File: config.mk
export PLATFORM = sky130hd
export DESIGN_NAME = monitor_config_control_bits
export DESIGN_NICKNAME = d
export VERILOG_FILES = /design/src/verilog/monitor_cfg_pkg.sv /design/src/verilog/monitor_sequencer.sv /design/src/verilog/monitor_config_control_bits.sv
export SDC_FILE = /design/constraint.sdc
export NUM_CORES = 1
export LEC_CHECK = 0
export BUFFER_PORTS_ARGS = -buffer_cell sky130_fd_sc_hd__buf_2
export CAP_MARGIN = 20
export CORE_AREA = 3 3 120 88
export DETAILED_ROUTE_END_ITERATION = 12
export DIE_AREA = 0 0 123 91
export GPL_TIMING_DRIVEN = 1
export PLACE_DENSITY = 0.82
export SLEW_MARGIN = 10
export SYNTH_ARGS = -nofsm -noshare
export SYNTH_HDL_FRONTEND = slang
export SYNTH_SLANG_ARGS = --single-unit
export TNS_END_PERCENT = 5
File: constraint.sdc
create_clock -name sys_clk -period 3.5 [get_ports sys_clk]
set_input_delay 0 -clock sys_clk [delete_from_list [all_inputs] [get_ports sys_clk]]
set_output_delay 0 -clock sys_clk [all_outputs]
set_load 0.01 [all_outputs]
File: src/verilog/monitor_cfg_pkg.sv
// Shared constants and types for the monitor control bit bank
package monitor_cfg_pkg;

    // Register slots: global strobes, then unit 3 and unit 4 words
    localparam int NUM_REGS   = 5;
    localparam int REG_GLOBAL = 0;
    localparam int REG_U3_CM  = 1;
    localparam int REG_U3_TM  = 2;
    localparam int REG_U4_CM  = 3;
    localparam int REG_U4_TM  = 4;

    // System bus byte addresses, slot 4 leftmost
    localparam logic [NUM_REGS-1:0][31:0] SYS_ADDR = {
        32'h400202EC, 32'h400202E8, 32'h400202BC,
        32'h400202B8, 32'h40020220};
    // Analog engine byte addresses, slot 4 leftmost
    localparam logic [NUM_REGS-1:0][7:0] ACE_ADDR = {
        8'hBB, 8'hBA, 8'hAF, 8'hAE, 8'h88};

    // Field positions
    localparam int CM_BYPASS_BIT  = 0;
    localparam int CM_ISOLATE_BIT = 1;
    localparam int CM_ENABLE_BIT  = 2;
    localparam int CM_STROBE_BIT  = 3;
    localparam int COMP_EN_BIT    = 4;
    localparam int TM_BYPASS_BIT  = 0;
    localparam int TM_ISOLATE_BIT = 1;
    localparam int TM_STROBE_BIT  = 2;
    localparam int GSTB_U3_BIT    = 3;
    localparam int GSTB_U4_BIT    = 4;

    // Reset value and writable masks
    localparam logic [7:0] REG_RESET    = 8'h00;
    localparam logic [7:0] CM_MASK      = 8'h1F;
    localparam logic [7:0] TM_MASK      = 8'h07;
    localparam logic [7:0] GSTB_MASK    = 8'h18;
    localparam logic [7:0] GSTB_MASK_U3 = 8'h08;

    // Switch pattern {S1,S2,S3,S4} per phase, phase 4 leftmost
    localparam logic [4:0][3:0] TM_SWITCH_TABLE = {
        4'h2, 4'h3, 4'h1, 4'h5, 4'hD};

    // Timing
    localparam int CLK_PERIOD_NS = 10;
    localparam int TM_PHASE_NS   = 1000;
    localparam int CM_SEQ_NS     = 1000;
    localparam int TM_PHASE_CYCLES =
        (TM_PHASE_NS + CLK_PERIOD_NS - 1) / CLK_PERIOD_NS;
    localparam int CM_SEQ_CYCLES =
        (CM_SEQ_NS + CLK_PERIOD_NS - 1) / CLK_PERIOD_NS;
    localparam int TM_PHASES = 5;
    localparam int CM_PHASES = 3;

    // Controls presented to one conditioning unit's analog parts
    typedef struct packed {
        logic       curmonBypassSelect;
        logic       curmonIsolationClose;
        logic       curmonEnable;
        logic       curmonStrobe;
        logic       curmonTrack;
        logic       comparatorEnable;
        logic       tempmonBypassSelect;
        logic       tempmonIsolationClose;
        logic [3:0] tempmonSwitches;
        logic [2:0] tempmonPhase;
    } unit_out_type;

endpackage

File: src/verilog/monitor_sequencer.sv
// Phase stepper shared by current and temperature monitor control
`timescale 1ns/1ns
module monitor_sequencer #(
    parameter int NUM_PHASES  = 5,
    parameter int STEP_CYCLES = 100
) (
    input  wire logic                          sys_clk,
    input  wire logic                          resetn,
    input  wire logic                          strobe,
    output logic [$clog2(NUM_PHASES)-1:0]      phase,
    output logic                               lastPhase
);
    localparam int PW = $clog2(NUM_PHASES);
    localparam int CW = $clog2(STEP_CYCLES + 1);
    localparam logic [PW-1:0] LAST = PW'(NUM_PHASES - 1);
    localparam logic [CW-1:0] STEP_END = CW'(STEP_CYCLES - 1);

    // Refuse shapes the stepper cannot serve
    generate
        if (NUM_PHASES < 2 || STEP_CYCLES < 1)
        begin : g_bad
            $error("monitor_sequencer: bad phase count or step");
        end
    endgenerate

    logic [PW-1:0] phase_r;
    logic [PW-1:0] phase_nxt;
    logic [CW-1:0] count_r;
    logic [CW-1:0] count_nxt;
    logic          atLast;
    logic          stepDone;

    // Step timing; strobe low aborts to idle at once
    assign atLast    = phase_r == LAST;
    assign stepDone  = count_r == STEP_END;
    assign count_nxt = (!strobe || atLast || stepDone) ? '0
                                                       : count_r + 1'b1;
    assign phase_nxt = !strobe ? '0
                     : (stepDone && !atLast) ? phase_r + 1'b1
                     : phase_r;
    assign phase     = phase_r;
    assign lastPhase = atLast;

    // Phase and step counter registers
    always_ff @(posedge sys_clk)
    begin
        if (!resetn)
        begin
            phase_r <= '0;
            count_r <= '0;
        end
        else
        begin
            phase_r <= phase_nxt;
            count_r <= count_nxt;
        end
    end
endmodule

File: src/verilog/monitor_config_control_bits.sv
// Monitor configuration control bits for conditioning units 3 and 4
`timescale 1ns/1ns
module monitor_config_control_bits #(
    parameter bit HAS_UNIT4 = 1'b1,
    parameter int RESULT_W  = 12
) (
    input  wire logic                          sys_clk,
    input  wire logic                          resetn,
    input  wire logic [31:0]                   sysAddr,
    input  wire logic                          sysWrite,
    input  wire logic                          sysRead,
    input  wire logic [31:0]                   sysWdata,
    output logic [31:0]                        sysRdata,
    input  wire logic [7:0]                    aceAddr,
    input  wire logic                          aceWrite,
    input  wire logic                          aceRead,
    input  wire logic [7:0]                    aceWdata,
    output logic [7:0]                         aceRdata,
    input  wire logic [RESULT_W-1:0]           tmResult,
    input  wire logic                          tmResultValid,
    input  wire logic [RESULT_W-1:0]           tmFactoryOffset,
    output logic [RESULT_W-1:0]                tmCompResult,
    output logic                               tmCompValid,
    output monitor_cfg_pkg::unit_out_type      unit3Out,
    output monitor_cfg_pkg::unit_out_type      unit4Out
);
    localparam int N = monitor_cfg_pkg::NUM_REGS;

    generate
        if (RESULT_W < 2 || RESULT_W > 16)
        begin : g_bad
            $error("monitor_config_control_bits: bad RESULT_W");
        end
    endgenerate

    logic [7:0]          regs_r   [N];
    logic [7:0]          regs_nxt [N];
    logic [7:0]          wrMask   [N];
    logic [N-1:0]        sysHit;
    logic [N-1:0]        aceHit;
    logic [7:0]          sysSel;
    logic [7:0]          aceSel;
    logic [31:0]         sysRdata_r;
    logic [7:0]          aceRdata_r;
    logic [RESULT_W-1:0] comp_r;
    logic                compValid_r;
    logic                cm3Strobe;
    logic                cm4Strobe;
    logic                tm3Strobe;
    logic                tm4Strobe;
    logic [1:0]          cm3Phase;
    logic [1:0]          cm4Phase;
    logic [2:0]          tm3Phase;
    logic [2:0]          tm4Phase;
    logic                cm3Track;
    logic                cm4Track;

    // Writable bits per slot; unit 4 bits vanish when absent
    assign wrMask[monitor_cfg_pkg::REG_GLOBAL] = HAS_UNIT4
        ? monitor_cfg_pkg::GSTB_MASK : monitor_cfg_pkg::GSTB_MASK_U3;
    assign wrMask[monitor_cfg_pkg::REG_U3_CM] = monitor_cfg_pkg::CM_MASK;
    assign wrMask[monitor_cfg_pkg::REG_U3_TM] = monitor_cfg_pkg::TM_MASK;
    assign wrMask[monitor_cfg_pkg::REG_U4_CM] =
        HAS_UNIT4 ? monitor_cfg_pkg::CM_MASK : 8'h00;
    assign wrMask[monitor_cfg_pkg::REG_U4_TM] =
        HAS_UNIT4 ? monitor_cfg_pkg::TM_MASK : 8'h00;

    // Address decode and next value; system bus wins a collision
    genvar k;
    generate
        for (k = 0; k < N; k++)
        begin : g_reg
            assign sysHit[k] = sysAddr == monitor_cfg_pkg::SYS_ADDR[k];
            assign aceHit[k] = aceAddr == monitor_cfg_pkg::ACE_ADDR[k];
            assign regs_nxt[k] =
                (sysWrite && sysHit[k]) ? sysWdata[7:0] & wrMask[k]
              : (aceWrite && aceHit[k]) ? aceWdata & wrMask[k]
              : regs_r[k];

            always_ff @(posedge sys_clk)
            begin
                if (!resetn)
                    regs_r[k] <= monitor_cfg_pkg::REG_RESET;
                else
                    regs_r[k] <= regs_nxt[k];
            end
        end
    endgenerate

    // Read selection; unmapped addresses read zero
    always_comb
    begin
        sysSel = 8'h00;
        aceSel = 8'h00;
        for (int i = 0; i < N; i++)
        begin
            if (sysHit[i])
                sysSel = sysSel | regs_r[i];
            if (aceHit[i])
                aceSel = aceSel | regs_r[i];
        end
    end

    // Read data registers, upper bytes forced to zero
    always_ff @(posedge sys_clk)
    begin
        if (!resetn)
        begin
            sysRdata_r <= 32'h00000000;
            aceRdata_r <= 8'h00;
        end
        else
        begin
            if (sysRead)
                sysRdata_r <= {24'h000000, sysSel};
            if (aceRead)
                aceRdata_r <= aceSel;
        end
    end

    assign sysRdata = sysRdata_r;
    assign aceRdata = aceRdata_r;

    // Effective strobes: current monitor local bit OR the unit's own bit in the global register; temperature strobes local bit only
    assign cm3Strobe =
        regs_r[monitor_cfg_pkg::REG_U3_CM][monitor_cfg_pkg::CM_STROBE_BIT]
      | regs_r[monitor_cfg_pkg::REG_GLOBAL][monitor_cfg_pkg::GSTB_U3_BIT];
    assign cm4Strobe =
        regs_r[monitor_cfg_pkg::REG_U4_CM][monitor_cfg_pkg::CM_STROBE_BIT]
      | regs_r[monitor_cfg_pkg::REG_GLOBAL][monitor_cfg_pkg::GSTB_U4_BIT];
    assign tm3Strobe =
        regs_r[monitor_cfg_pkg::REG_U3_TM][monitor_cfg_pkg::TM_STROBE_BIT];
    assign tm4Strobe =
        regs_r[monitor_cfg_pkg::REG_U4_TM][monitor_cfg_pkg::TM_STROBE_BIT];

    // Current monitor sequences: idle, start, track
    monitor_sequencer #(
        .NUM_PHASES  (monitor_cfg_pkg::CM_PHASES),
        .STEP_CYCLES (monitor_cfg_pkg::CM_SEQ_CYCLES)
    ) u_cm3 (
        .sys_clk   (sys_clk),
        .resetn    (resetn),
        .strobe    (cm3Strobe),
        .phase     (cm3Phase),
        .lastPhase (cm3Track)
    );

    monitor_sequencer #(
        .NUM_PHASES  (monitor_cfg_pkg::CM_PHASES),
        .STEP_CYCLES (monitor_cfg_pkg::CM_SEQ_CYCLES)
    ) u_cm4 (
        .sys_clk   (sys_clk),
        .resetn    (resetn),
        .strobe    (cm4Strobe),
        .phase     (cm4Phase),
        .lastPhase (cm4Track)
    );

    // Temperature monitor phase sequences, one per unit
    monitor_sequencer #(
        .NUM_PHASES  (monitor_cfg_pkg::TM_PHASES),
        .STEP_CYCLES (monitor_cfg_pkg::TM_PHASE_CYCLES)
    ) u_tm3 (
        .sys_clk   (sys_clk),
        .resetn    (resetn),
        .strobe    (tm3Strobe),
        .phase     (tm3Phase),
        .lastPhase ()
    );

    monitor_sequencer #(
        .NUM_PHASES  (monitor_cfg_pkg::TM_PHASES),
        .STEP_CYCLES (monitor_cfg_pkg::TM_PHASE_CYCLES)
    ) u_tm4 (
        .sys_clk   (sys_clk),
        .resetn    (resetn),
        .strobe    (tm4Strobe),
        .phase     (tm4Phase),
        .lastPhase ()
    );

    // Unit control outputs from the stored bits, effective strobes, sequencer phases and switch table
    assign unit3Out = '{
        curmonBypassSelect:    regs_r[1][0],
        curmonIsolationClose:  regs_r[1][1],
        curmonEnable:          regs_r[1][2],
        curmonStrobe:          cm3Strobe,
        curmonTrack:           cm3Track,
        comparatorEnable:      regs_r[1][4],
        tempmonBypassSelect:   regs_r[2][0],
        tempmonIsolationClose: regs_r[2][1],
        tempmonSwitches:
            monitor_cfg_pkg::TM_SWITCH_TABLE[tm3Phase],
        tempmonPhase:          tm3Phase};
    assign unit4Out = '{
        curmonBypassSelect:    regs_r[3][0],
        curmonIsolationClose:  regs_r[3][1],
        curmonEnable:          regs_r[3][2],
        curmonStrobe:          cm4Strobe,
        curmonTrack:           cm4Track,
        comparatorEnable:      regs_r[3][4],
        tempmonBypassSelect:   regs_r[4][0],
        tempmonIsolationClose: regs_r[4][1],
        tempmonSwitches:
            monitor_cfg_pkg::TM_SWITCH_TABLE[tm4Phase],
        tempmonPhase:          tm4Phase};

    // Offset compensation of temperature conversion results
    always_ff @(posedge sys_clk)
    begin
        if (!resetn)
        begin
            comp_r      <= '0;
            compValid_r <= 1'b0;
        end
        else
        begin
            compValid_r <= tmResultValid;
            if (tmResultValid)
                comp_r <= tmResult + tmFactoryOffset;
        end
    end

    assign tmCompResult = comp_r;
    assign tmCompValid  = compValid_r;
endmodule

==> summary.md, run 1 <==
| Metric | Value |
|---|---|
| GRT Total Usage | 0.225 |
| Core footprint | 9500 um2 |
| Total Wirelength | 12,400 um |
| Status | complete, no violations |
| Die Wd | 123 um |
| RePlAce Congestion | 0.915 |
| Yosys cell types | 51 |
| Top post-synthesis cells by area | dfxtp_1 (37%), buf_4 (6.7%), ha_1 (5.6%) |
| DP HPWL | 9600 um |
| Crit path max fanout | 7 |
| Period utilization | 0.704 |
| Number of max-cap violations | 0 |
| Number of synthesis warnings | 0 |
| Register area | 1740 um2 |
| Max Freq | 406 MHz |
| Final Slew Violations | 0 |
| Maximum vdd drop | 0.000213 V |
| First-pass GRT wire length | 20,300 um |
| P&R area growth vs syn | 21.1% |
| Fin Setup TNS | 0 ns |
| Hold path start | aceWdata[4] |
| Switching share of power | 0.245 |
| Share of power burned in combinational logic | 0.110 |
| DR pass1 iterations | 6 |
| CP Data Required Time | 3.73 ns |
| Die Ht | 91 um |
| Tmin final | 2.46 ns |
| TritonCTS clock tree | done |
| WL met1 | 5140 um |
| Clk Latency, worst-skew pair | 0.34 ns |
| Final hold violation count | 0 |
| Postcts setup bufs | 0 |
| CTS buffer count | 9 |
| Clk pwr share | 0.442 |
| DRT antenna net count | 0 |
| Total number of H-tree levels | 3 |
| Total grt overflow | 0 |
| Post-synth ARST share | 0 |
| Mean Syn Cell Area | 8.64 um2 |
| Crit. End Element | register |
| Seq/Total Area, Yosys | 0.370 |
| Vias | 4,348 |
| Clk slew on worst S/H paths | 0.06 ns |
| Die area | 11,200 um2 |
| Main synth FF type | dfxtp_1 |
| Root buf cell | clkbuf_16 |
| Fin nets | 807 |
| DR WL/cell | 15.4 um |
| Unrepaired setup endpoints after global routing | false |
| Power Density | 399 nW/um2 |
| Post-Syn Area | 4710 um2 |
| Layout cells sized above 1 | 0.244 |
| Post-synthesis sequential element count | 87 |
| Critical Path AT | 2.69 ns |
| Layout Skew | 0.00451 ns |
| Most frequent cell after synthesis | dfxtp_1 |
| # fillers | 840 |
| Site row count | 30 |
| Max_slew headroom | 0.277 |
| RR Startpoint | u_tm3.count_r[3] |
| Largest net degree at the start of global routing | 30 |
| Vias in the first global route | 4,359 |
| Initial Utilization | 0.496 |
| Antenna violations before repair | 0 |
| Num Clock Sinks | 87 |
| Worst Setup Start Kind | primary input |
| Port bufs | 133 |
| N_diodes | 0 |
| Met3 wire len | 773 um |
| Core Util, Final | 0.600 |
| Start point of the critical path | sysAddr[19] |
| Top post-synthesis cells by count | dfxtp_1 (87), nor2_1 (65), buf_4 (42) |
| Max Root-Sink Buffers | 2 |
| Vias/cell | 5.39 |
| DRT iter0 DRCs | 298 |
| PostCTS Resize Cnt | 0 |
| CP Class | primary input to register |
| Area of the multi-input gates | 2660 um2 |
| Net Sw Power | 0.556 mW |
| Routed wl met2 | 6110 um |
| IO Count | 194 |
| Largest area contributor in the netlist | dfxtp_1 |
| Pint | 1.72 mW |
| Post-synth EDFFs | 0 |
| Part of the power in registers | 0.449 |
| Max Used Layer | met4 |
| Leakage | 2.45 nW |
| Final setup fails | 0 |
| Hold crit path type | primary input to register |
| Post-synth top area share | 0.370 |
| # DRC | 0 |
| Cell count after synthesis | 545 |
| Slew @ Worst Pin | 1.08 ns |
-- flip-flops by register name, summed over array words and instances, names as in the netlist --
name,cells
u_tm3.phase,3
u_tm3.count_r,7
u_tm4.count_r,7
regs_r,18
u_cm3.phase,2
sysRdata,5
tmCompValid,1
unit3Out,4
unit4Out,4
u_cm4.count_r,7
aceRdata,5
u_tm4.phase,3
u_cm4.phase,2
tmCompResult,12
u_cm3.count_r,7
-- final cells by class --
class,count,area share
Tap cell,128,0.0281
Multi-Input combinational cell,417,0.466
Timing Repair Buffer,143,0.134
Clock buffer,11,0.0443
Inverter,16,0.0105
Clock inverter,5,0.0114
Sequential cell,87,0.305
-- kinds of logic after synthesis --
group	share of synthesized area
multiplexers	0.0792
AO/OA/AOI/OAI	0.129
adder cells (fa/ha/maj)	0.0600
AND/OR/NAND/NOR	0.213
XOR/XNOR	0.0595
other	0.000796
buffers and inverters	0.0893
flip-flops	0.370
-- stage by stage --
stage / total power, mW / hold slack [ns] / cells / area (um2) / setup WS [ns]
floorplan: 1.21 / 0.155 / 574 / 4820 / 1.55
global placement: 1.27 / 0.315 / 781 / 5280 / 1.30
detailed placement: 1.28 / 0.318 / 781 / 5280 / 1.24
CTS: 2.29 / 0.00335 / 807 / 5700 / 1.06
global route: 2.36 / 0.0435 / 807 / 5700 / 0.856
finish: 2.27 / 0.0173 / 807 / 5700 / 1.04
-- power by group through the flow --
stage               clock, mW  combinational (mW)  sequential [mW]
global placement            0               0.229             1.04
global route             1.06               0.277             1.02
detailed placement          0               0.237             1.04
finish                   1.00               0.250             1.02
CTS                      1.02               0.247             1.02
floorplan                   0               0.157             1.05
-- worst paths after layout --
| path | end | slack [ns] | depth (start not counted) |
|---|---|---|---|
| max | regs_r[2][0] | 1.04 | 8 |
| min | regs_r[1][4] | 0.02 | 3 |
| max reg2reg | unit3Out[6] | 1.65 | 4 |
| min reg2reg | u_cm4.count_r[0] | 0.46 | 1 |
-- repair_timing --
action	4_1_cts	5_1_grt
endpoints found under the setup margin	0	0
hold endpoints to repair	16	0
hold buffers	10	0
-- layer usage --
layer / vias to the layer above / track usage
li1: 2114 / -
met1: 2010 / 0.264
met2: 188 / 0.396
met3: 36 / 0.0417
met4: 0 / 0.0968
met5: - / 0
-- cells in the final DEF, fill, tap and decap left out, drive strengths merged, types with 21 or more instances in the layout --
master / count
nand2: 40
a21oi: 26
buf: 133
conb: 30
nand3: 27
nor2: 65
o21ai: 31
mux2i: 26
ha: 21
dfxtp: 87
-- critical path: stages --
cell	delay, ns
buf_2	0.09
or4_1	0.52
or4_4	0.55
nor4b_4	0.48
nand4_2	0.25
o21ai_1	0.20
a21oi_1	0.05
dlygate4sd3_1	0.55
(Power assumes the default switching activity.)
==> run 2, diff against run 1 <==
--- a/config.mk
+++ b/config.mk
@@ -7,11 +7,11 @@
 export LEC_CHECK = 0
 export BUFFER_PORTS_ARGS = -buffer_cell sky130_fd_sc_hd__buf_2
 export CAP_MARGIN = 20
-export CORE_AREA = 3 3 120 88
+export CORE_AREA = 3 3 128 93
 export DETAILED_ROUTE_END_ITERATION = 12
-export DIE_AREA = 0 0 123 91
+export DIE_AREA = 0 0 131 96
 export GPL_TIMING_DRIVEN = 1
-export PLACE_DENSITY = 0.82
+export PLACE_DENSITY = 0.77
 export SLEW_MARGIN = 10
 export SYNTH_ARGS = -nofsm -noshare
 export SYNTH_HDL_FRONTEND = slang
==> constraint.sdc (replaced) <==
create_clock -name sys_clk -period 2.1 [get_ports sys_clk]
set_input_delay 0 -clock sys_clk [delete_from_list [all_inputs] [get_ports sys_clk]]
set_output_delay 0 -clock sys_clk [all_outputs]
set_load 0.01 [all_outputs]
==> summary.md, run 2 (synthesis gave the netlist of run 1 again) <==
| Metric | Value |
|---|---|
| Crit. End Element | register |
| Die Wd | 131 um |
| DRT iter0 DRCs | 263 |
| Vias in the first global route | 4,109 |
| Unrepaired setup endpoints after global routing | false |
| Hold crit path type | primary input to register |
| Status | complete, no violations |
| Vias | 4,311 |
| P&R area growth vs syn | 22.7% |
| Core footprint | 10,900 um2 |
| Switching share of power | 0.237 |
| Initial Utilization | 0.434 |
| CP Data Required Time | 2.32 ns |
| Tmin final | 1.81 ns |
| Site row count | 32 |
| Largest net degree at the start of global routing | 20 |
| Most flop-heavy register | regs_r |
| Final setup fails | 0 |
| Core Util, Final | 0.533 |
| Area of the multi-input gates | 2660 um2 |
| Max_slew headroom | 0.631 |
| Layout cells sized above 1 | 0.258 |
| First-pass GRT wire length | 19,200 um |
| RePlAce Congestion | 0.966 |
| Total Power | 3.79 mW |
| Root buf cell | clkbuf_16 |
| Power Density | 655 nW/um2 |
| Final Slew Violations | 0 |
| Most frequent cells in the layout | buf_2 (133), dfxtp_1 (87), nor2_1 (65) |
| Clk pwr share | 0.441 |
| Die area | 12,600 um2 |
| Share of power burned in combinational logic | 0.111 |
| Final hold violation count | 0 |
| Crit path max fanout | 5 |
| Slew @ Worst Pin | 0.545 ns |
| Leakage | 2.48 nW |
| DRT antenna net count | 0 |
| Maximum vdd drop | 0.000372 V |
| Worst Setup Start Kind | primary input |
| Antenna violations before repair | 0 |
| # fillers | 1,014 |
| Num Clock Sinks | 87 |
| Die Ht | 96 um |
| Clk Latency, worst-skew pair | 0.33 ns |
| Layout Skew | 0.00388 ns |
| Final worst slack | 0.291 ns |
| IO Count | 194 |
| Max Root-Sink Buffers | 2 |
| Fin nets | 814 |
| GRT Total Usage | 0.193 |
| Max reg flops | 18 |
| Port bufs | 133 |
| Clk slew on worst S/H paths | 0.06 ns |
| PostCTS Resize Cnt | 0 |
| # DRC | 0 |
| TritonCTS clock tree | done |
| Vias/cell | 5.13 |
| Max Freq | 553 MHz |
| Worst slack at placement | -0.0632 ns |
| Total grt overflow | 0 |
| Most common cell after layout, fill and taps aside | buf_2 |
| Net Sw Power | 0.899 mW |
| Number of max-cap violations | 0 |
| Total number of H-tree levels | 3 |
| DP HPWL | 9780 um |
| Register area | 1740 um2 |
| Part of the power in registers | 0.448 |
| Fin Setup TNS | 0 ns |
| Total Wirelength | 12,200 um |
| CP Class | primary input to register |
| CTS buffer count | 9 |
| Period utilization | 0.861 |
| Critical Path AT | 2.03 ns |
| Pint | 2.89 mW |
| DR WL/cell | 14.6 um |
| DR pass1 iterations | 4 |
## run 2: timing repair
item | in CTS | in global routing
hold endpoints to repair | 17 | 0
hold buffers | 6 | 0
setup buffers | 0 | 0
## run 2: final timing paths
path | cells after the start | slack [ns] | endpoint | from
worst max-delay path | 7 | 0.29 | regs_r[1][3] | sysAddr[19]
worst min-delay path | 3 | 0.02 | regs_r[4][0] | aceWdata[0]
worst max register to register | 6 | 0.35 | unit3Out[4] | u_tm3.count_r[3]
worst min register to register | 1 | 0.46 | u_tm4.count_r[0] | u_tm4.count_r[0]
## run 2: cell type report
cell class,count,area share
diodes,1,0.000433
clock buffers,12,0.0461
clock inverters,4,0.00888
inverters,16,0.0104
multi-input cells,417,0.460
flip-flops and latches,87,0.301
well taps,153,0.0331
repair buffers,150,0.140
## run 2: power by group through the flow
stage	clock [mW]	combinational, mW	sequential, mW
final	1.67	0.420	1.70
after global routing	1.78	0.469	1.70
after CTS	1.71	0.419	1.70
after detailed placement	0	0.407	1.73
after global placement	0	0.395	1.73
after floorplan	0	0.261	1.75
## run 2: layer usage
metal	up-vias	wire length [um]	GRT usage
li1	2136	-	-
met1	2016	5260	0.242
met2	134	5900	0.319
met3	25	845	0.0571
met4	0	234	0.0651
met5	-	0	0
## run 2: critical path, cell delays in order
cell	delay, ns
buf_2	0.09
or4_1	0.50
or4_4	0.54
nor4b_4	0.40
nand3_1	0.23
o21ai_0	0.21
a21oi_1	0.05
## run 2: per-stage QoR
step | cell area, um2 | hold WS [ns] | cells
2_1_floorplan | 4820 | 0.155 | 574
3_3_place_gp | 5400 | 0.315 | 817
3_5_place_dp | 5400 | 0.314 | 817
4_1_cts | 5780 | 0.00580 | 839
5_1_grt | 5780 | 0.0307 | 839
6_report | 5780 | 0.0165 | 840
==> run 3, diff against run 2 <==
--- a/config.mk
+++ b/config.mk
@@ -7,12 +7,13 @@
 export LEC_CHECK = 0
 export BUFFER_PORTS_ARGS = -buffer_cell sky130_fd_sc_hd__buf_2
 export CAP_MARGIN = 20
-export CORE_AREA = 3 3 128 93
+export CORE_AREA = 3 3 108 110
 export DETAILED_ROUTE_END_ITERATION = 12
-export DIE_AREA = 0 0 131 96
+export DIE_AREA = 0 0 111 113
 export GPL_TIMING_DRIVEN = 1
 export PLACE_DENSITY = 0.77
-export SLEW_MARGIN = 10
+export SKIP_CTS_REPAIR_TIMING = 1
+export SLEW_MARGIN = 20
 export SYNTH_ARGS = -nofsm -noshare
 export SYNTH_HDL_FRONTEND = slang
 export SYNTH_SLANG_ARGS = --single-unit
==> summary.md, run 3 (synthesis gave the netlist of run 1 again) <==
| Metric | Value |
|---|---|
| Worst Reg2Reg Path Length in Cells | 4 |
| Share of power burned in combinational logic | 0.127 |
| Cell Chain, Critical Path | buf_2 > or4_1 > or4_4 > nor4b_4 > buf_4 > nand3_1 > a41oi_1 |
| DRT iter0 DRCs | 164 |
| Worst Setup Start Kind | primary input |
| Hold Path Depth | 3 |
| Total Wirelength | 11,500 um |
| Final setup fails | 0 |
| DR pass1 iterations | 5 |
| Hold Path End | regs_r[4][1] |
| Initial Utilization | 0.436 |
| Vias/cell | 5.10 |
| DP Cell Count | 802 |
| DP HPWL | 9150 um |
| Status | finished with violations |
| IO Count | 194 |
| Max_slew headroom | 0.627 |
| DRT antenna net count | 0 |
| Worst slack at placement | -0.0483 ns |
| Maximum vdd drop | 0.000339 V |
| Slew @ Worst Pin | 0.552 ns |
| CP Class | primary input to register |
| Antenna violations before repair | 0 |
| Register area | 1740 um2 |
| # fillers | 1,011 |
| Area of the multi-input gates | 2660 um2 |
| Number of max-cap violations | 0 |
| GRT Total Usage | 0.176 |
| First-pass GRT wire length | 18,500 um |
| Hold path start | aceWdata[1] |
| DR WL/cell | 13.9 um |
| P&R area growth vs syn | 19.9% |
| Net Sw Power | 0.929 mW |
| Die Ht | 113 um |
| FF-to-FF setup slack | 0.35 ns |
| Total grt overflow | 0 |
| Port bufs | 133 |
| RR Startpoint | u_tm4.count_r[4] |
| Final worst slack | 0.324 ns |
| Total number of H-tree levels | 3 |
| TritonCTS clock tree | done |
| # DRC | 0 |
| Max stage delay on crit path | 0.54 ns |
| Part of the power in registers | 0.520 |
| Clk pwr share | 0.353 |
| Leakage | 2.43 nW |
| FF-to-FF End | unit4Out[6] |
| Critical Path AT | 2.05 ns |
| Largest net degree at the start of global routing | 20 |
| Crit. End Element | register |
| Worst Path Buf+Inv | 2 |
| Root buf cell | clkbuf_8 |
| Core footprint | 10,800 um2 |
| Power Density | 578 nW/um2 |
| Most frequent cells in the layout | buf_2 (133), dfxtp_1 (87), nor2_1 (65) |
| Max reg flops | 18 |
| Final hold slack | -0.00282 ns |
| Num Clock Sinks | 87 |
| Vias | 4,214 |
| Pint | 2.34 mW |
| Failing checks | hold timing |
| Most common cell after layout, fill and taps aside | buf_2 |
| Final hold violation count | 2 |
| Max Freq | 563 MHz |
| Switching share of power | 0.284 |
| CP Data Required Time | 2.37 ns |
| Most flop-heavy register | regs_r |
| Layout cells sized above 1 | 0.255 |
| Clk Latency, worst-skew pair | 0.35 ns |
| Unrepaired setup endpoints after global routing | false |
| Layout Skew | 0.0143 ns |
| Site row count | 38 |
| Fin nets | 814 |
| Max Root-Sink Buffers | 2 |
| Vias in the first global route | 3,961 |
| Top delay family on crit path | simple AND/OR/NAND/NOR gates |
| N_diodes | 0 |
| Die area | 12,500 um2 |
| Non-filler cells, final | 826 |
| Die Wd | 111 um |
| Core Util, Final | 0.523 |
| Period utilization | 0.846 |
| Final Slew Violations | 0 |
| Tmin final | 1.78 ns |
| Hold crit path type | primary input to register |
| CTS buffer count | 9 |
| RePlAce Congestion | 0.825 |
| Crit path max fanout | 5 |
| CP max stage cell | or4_4 |
| Clk slew on worst S/H paths | 0.10 ns |
## run 3: power groups by stage
| stage | Clock [mW] | Combinational [mW] | Sequential [mW] |
|---|---|---|---|
| 5_1_grt | 1.25 | 0.462 | 1.70 |
| 3_5_place_dp | 0 | 0.402 | 1.74 |
| 6_report | 1.15 | 0.416 | 1.70 |
| 4_1_cts | 1.20 | 0.404 | 1.70 |
| 2_1_floorplan | 0 | 0.261 | 1.75 |
| 3_3_place_gp | 0 | 0.388 | 1.73 |
## run 3: layer usage
metal,share of wire,wire length [um],GRT usage
met1,0.44,5010,0.226
met2,0.50,5680,0.301
met3,0.050,576,0.0294
met4,0.017,193,0.0575
met5,0,0,0
## run 3: cell type report
type	instances	area share
timing repair buffer	150	0.144
sequential	87	0.308
clock buffer	9	0.0219
tap	140	0.0310
multi-input combinational	417	0.470
inverter	16	0.0106
clock inverter	7	0.0135
## run 3: worst max-delay path by stage
stage                           startpoint      endpoint  cells after the start
after floorplan                sysAddr[19]  regs_r[2][0]                      6
after global placement         sysAddr[19]  regs_r[1][2]                      7
after detailed placement       sysAddr[19]  regs_r[1][3]                      7
after CTS                 u_tm4.count_r[4]   unit4Out[6]                      4
after global routing      u_tm3.count_r[3]   unit3Out[4]                      6
final                          sysAddr[19]   sysRdata[4]                      7
## run 3: through the flow
stage / cell area (um2) / power, mW / setup TNS, ns
final: 5650 / 3.27 / 0
after global routing: 5650 / 3.41 / 0
after CTS: 5570 / 3.30 / 0
after detailed placement: 5370 / 2.14 / -0.313
after global placement: 5370 / 2.12 / -0.00137
after floorplan: 4820 / 2.01 / 0
## run 3: worst min-delay path: cells and delay by family
kind	cells	cell delay, ns
multiplexers	1	0.07
AO/OA/AOI/OAI	1	0.12
buffers and inverters	1	0.12
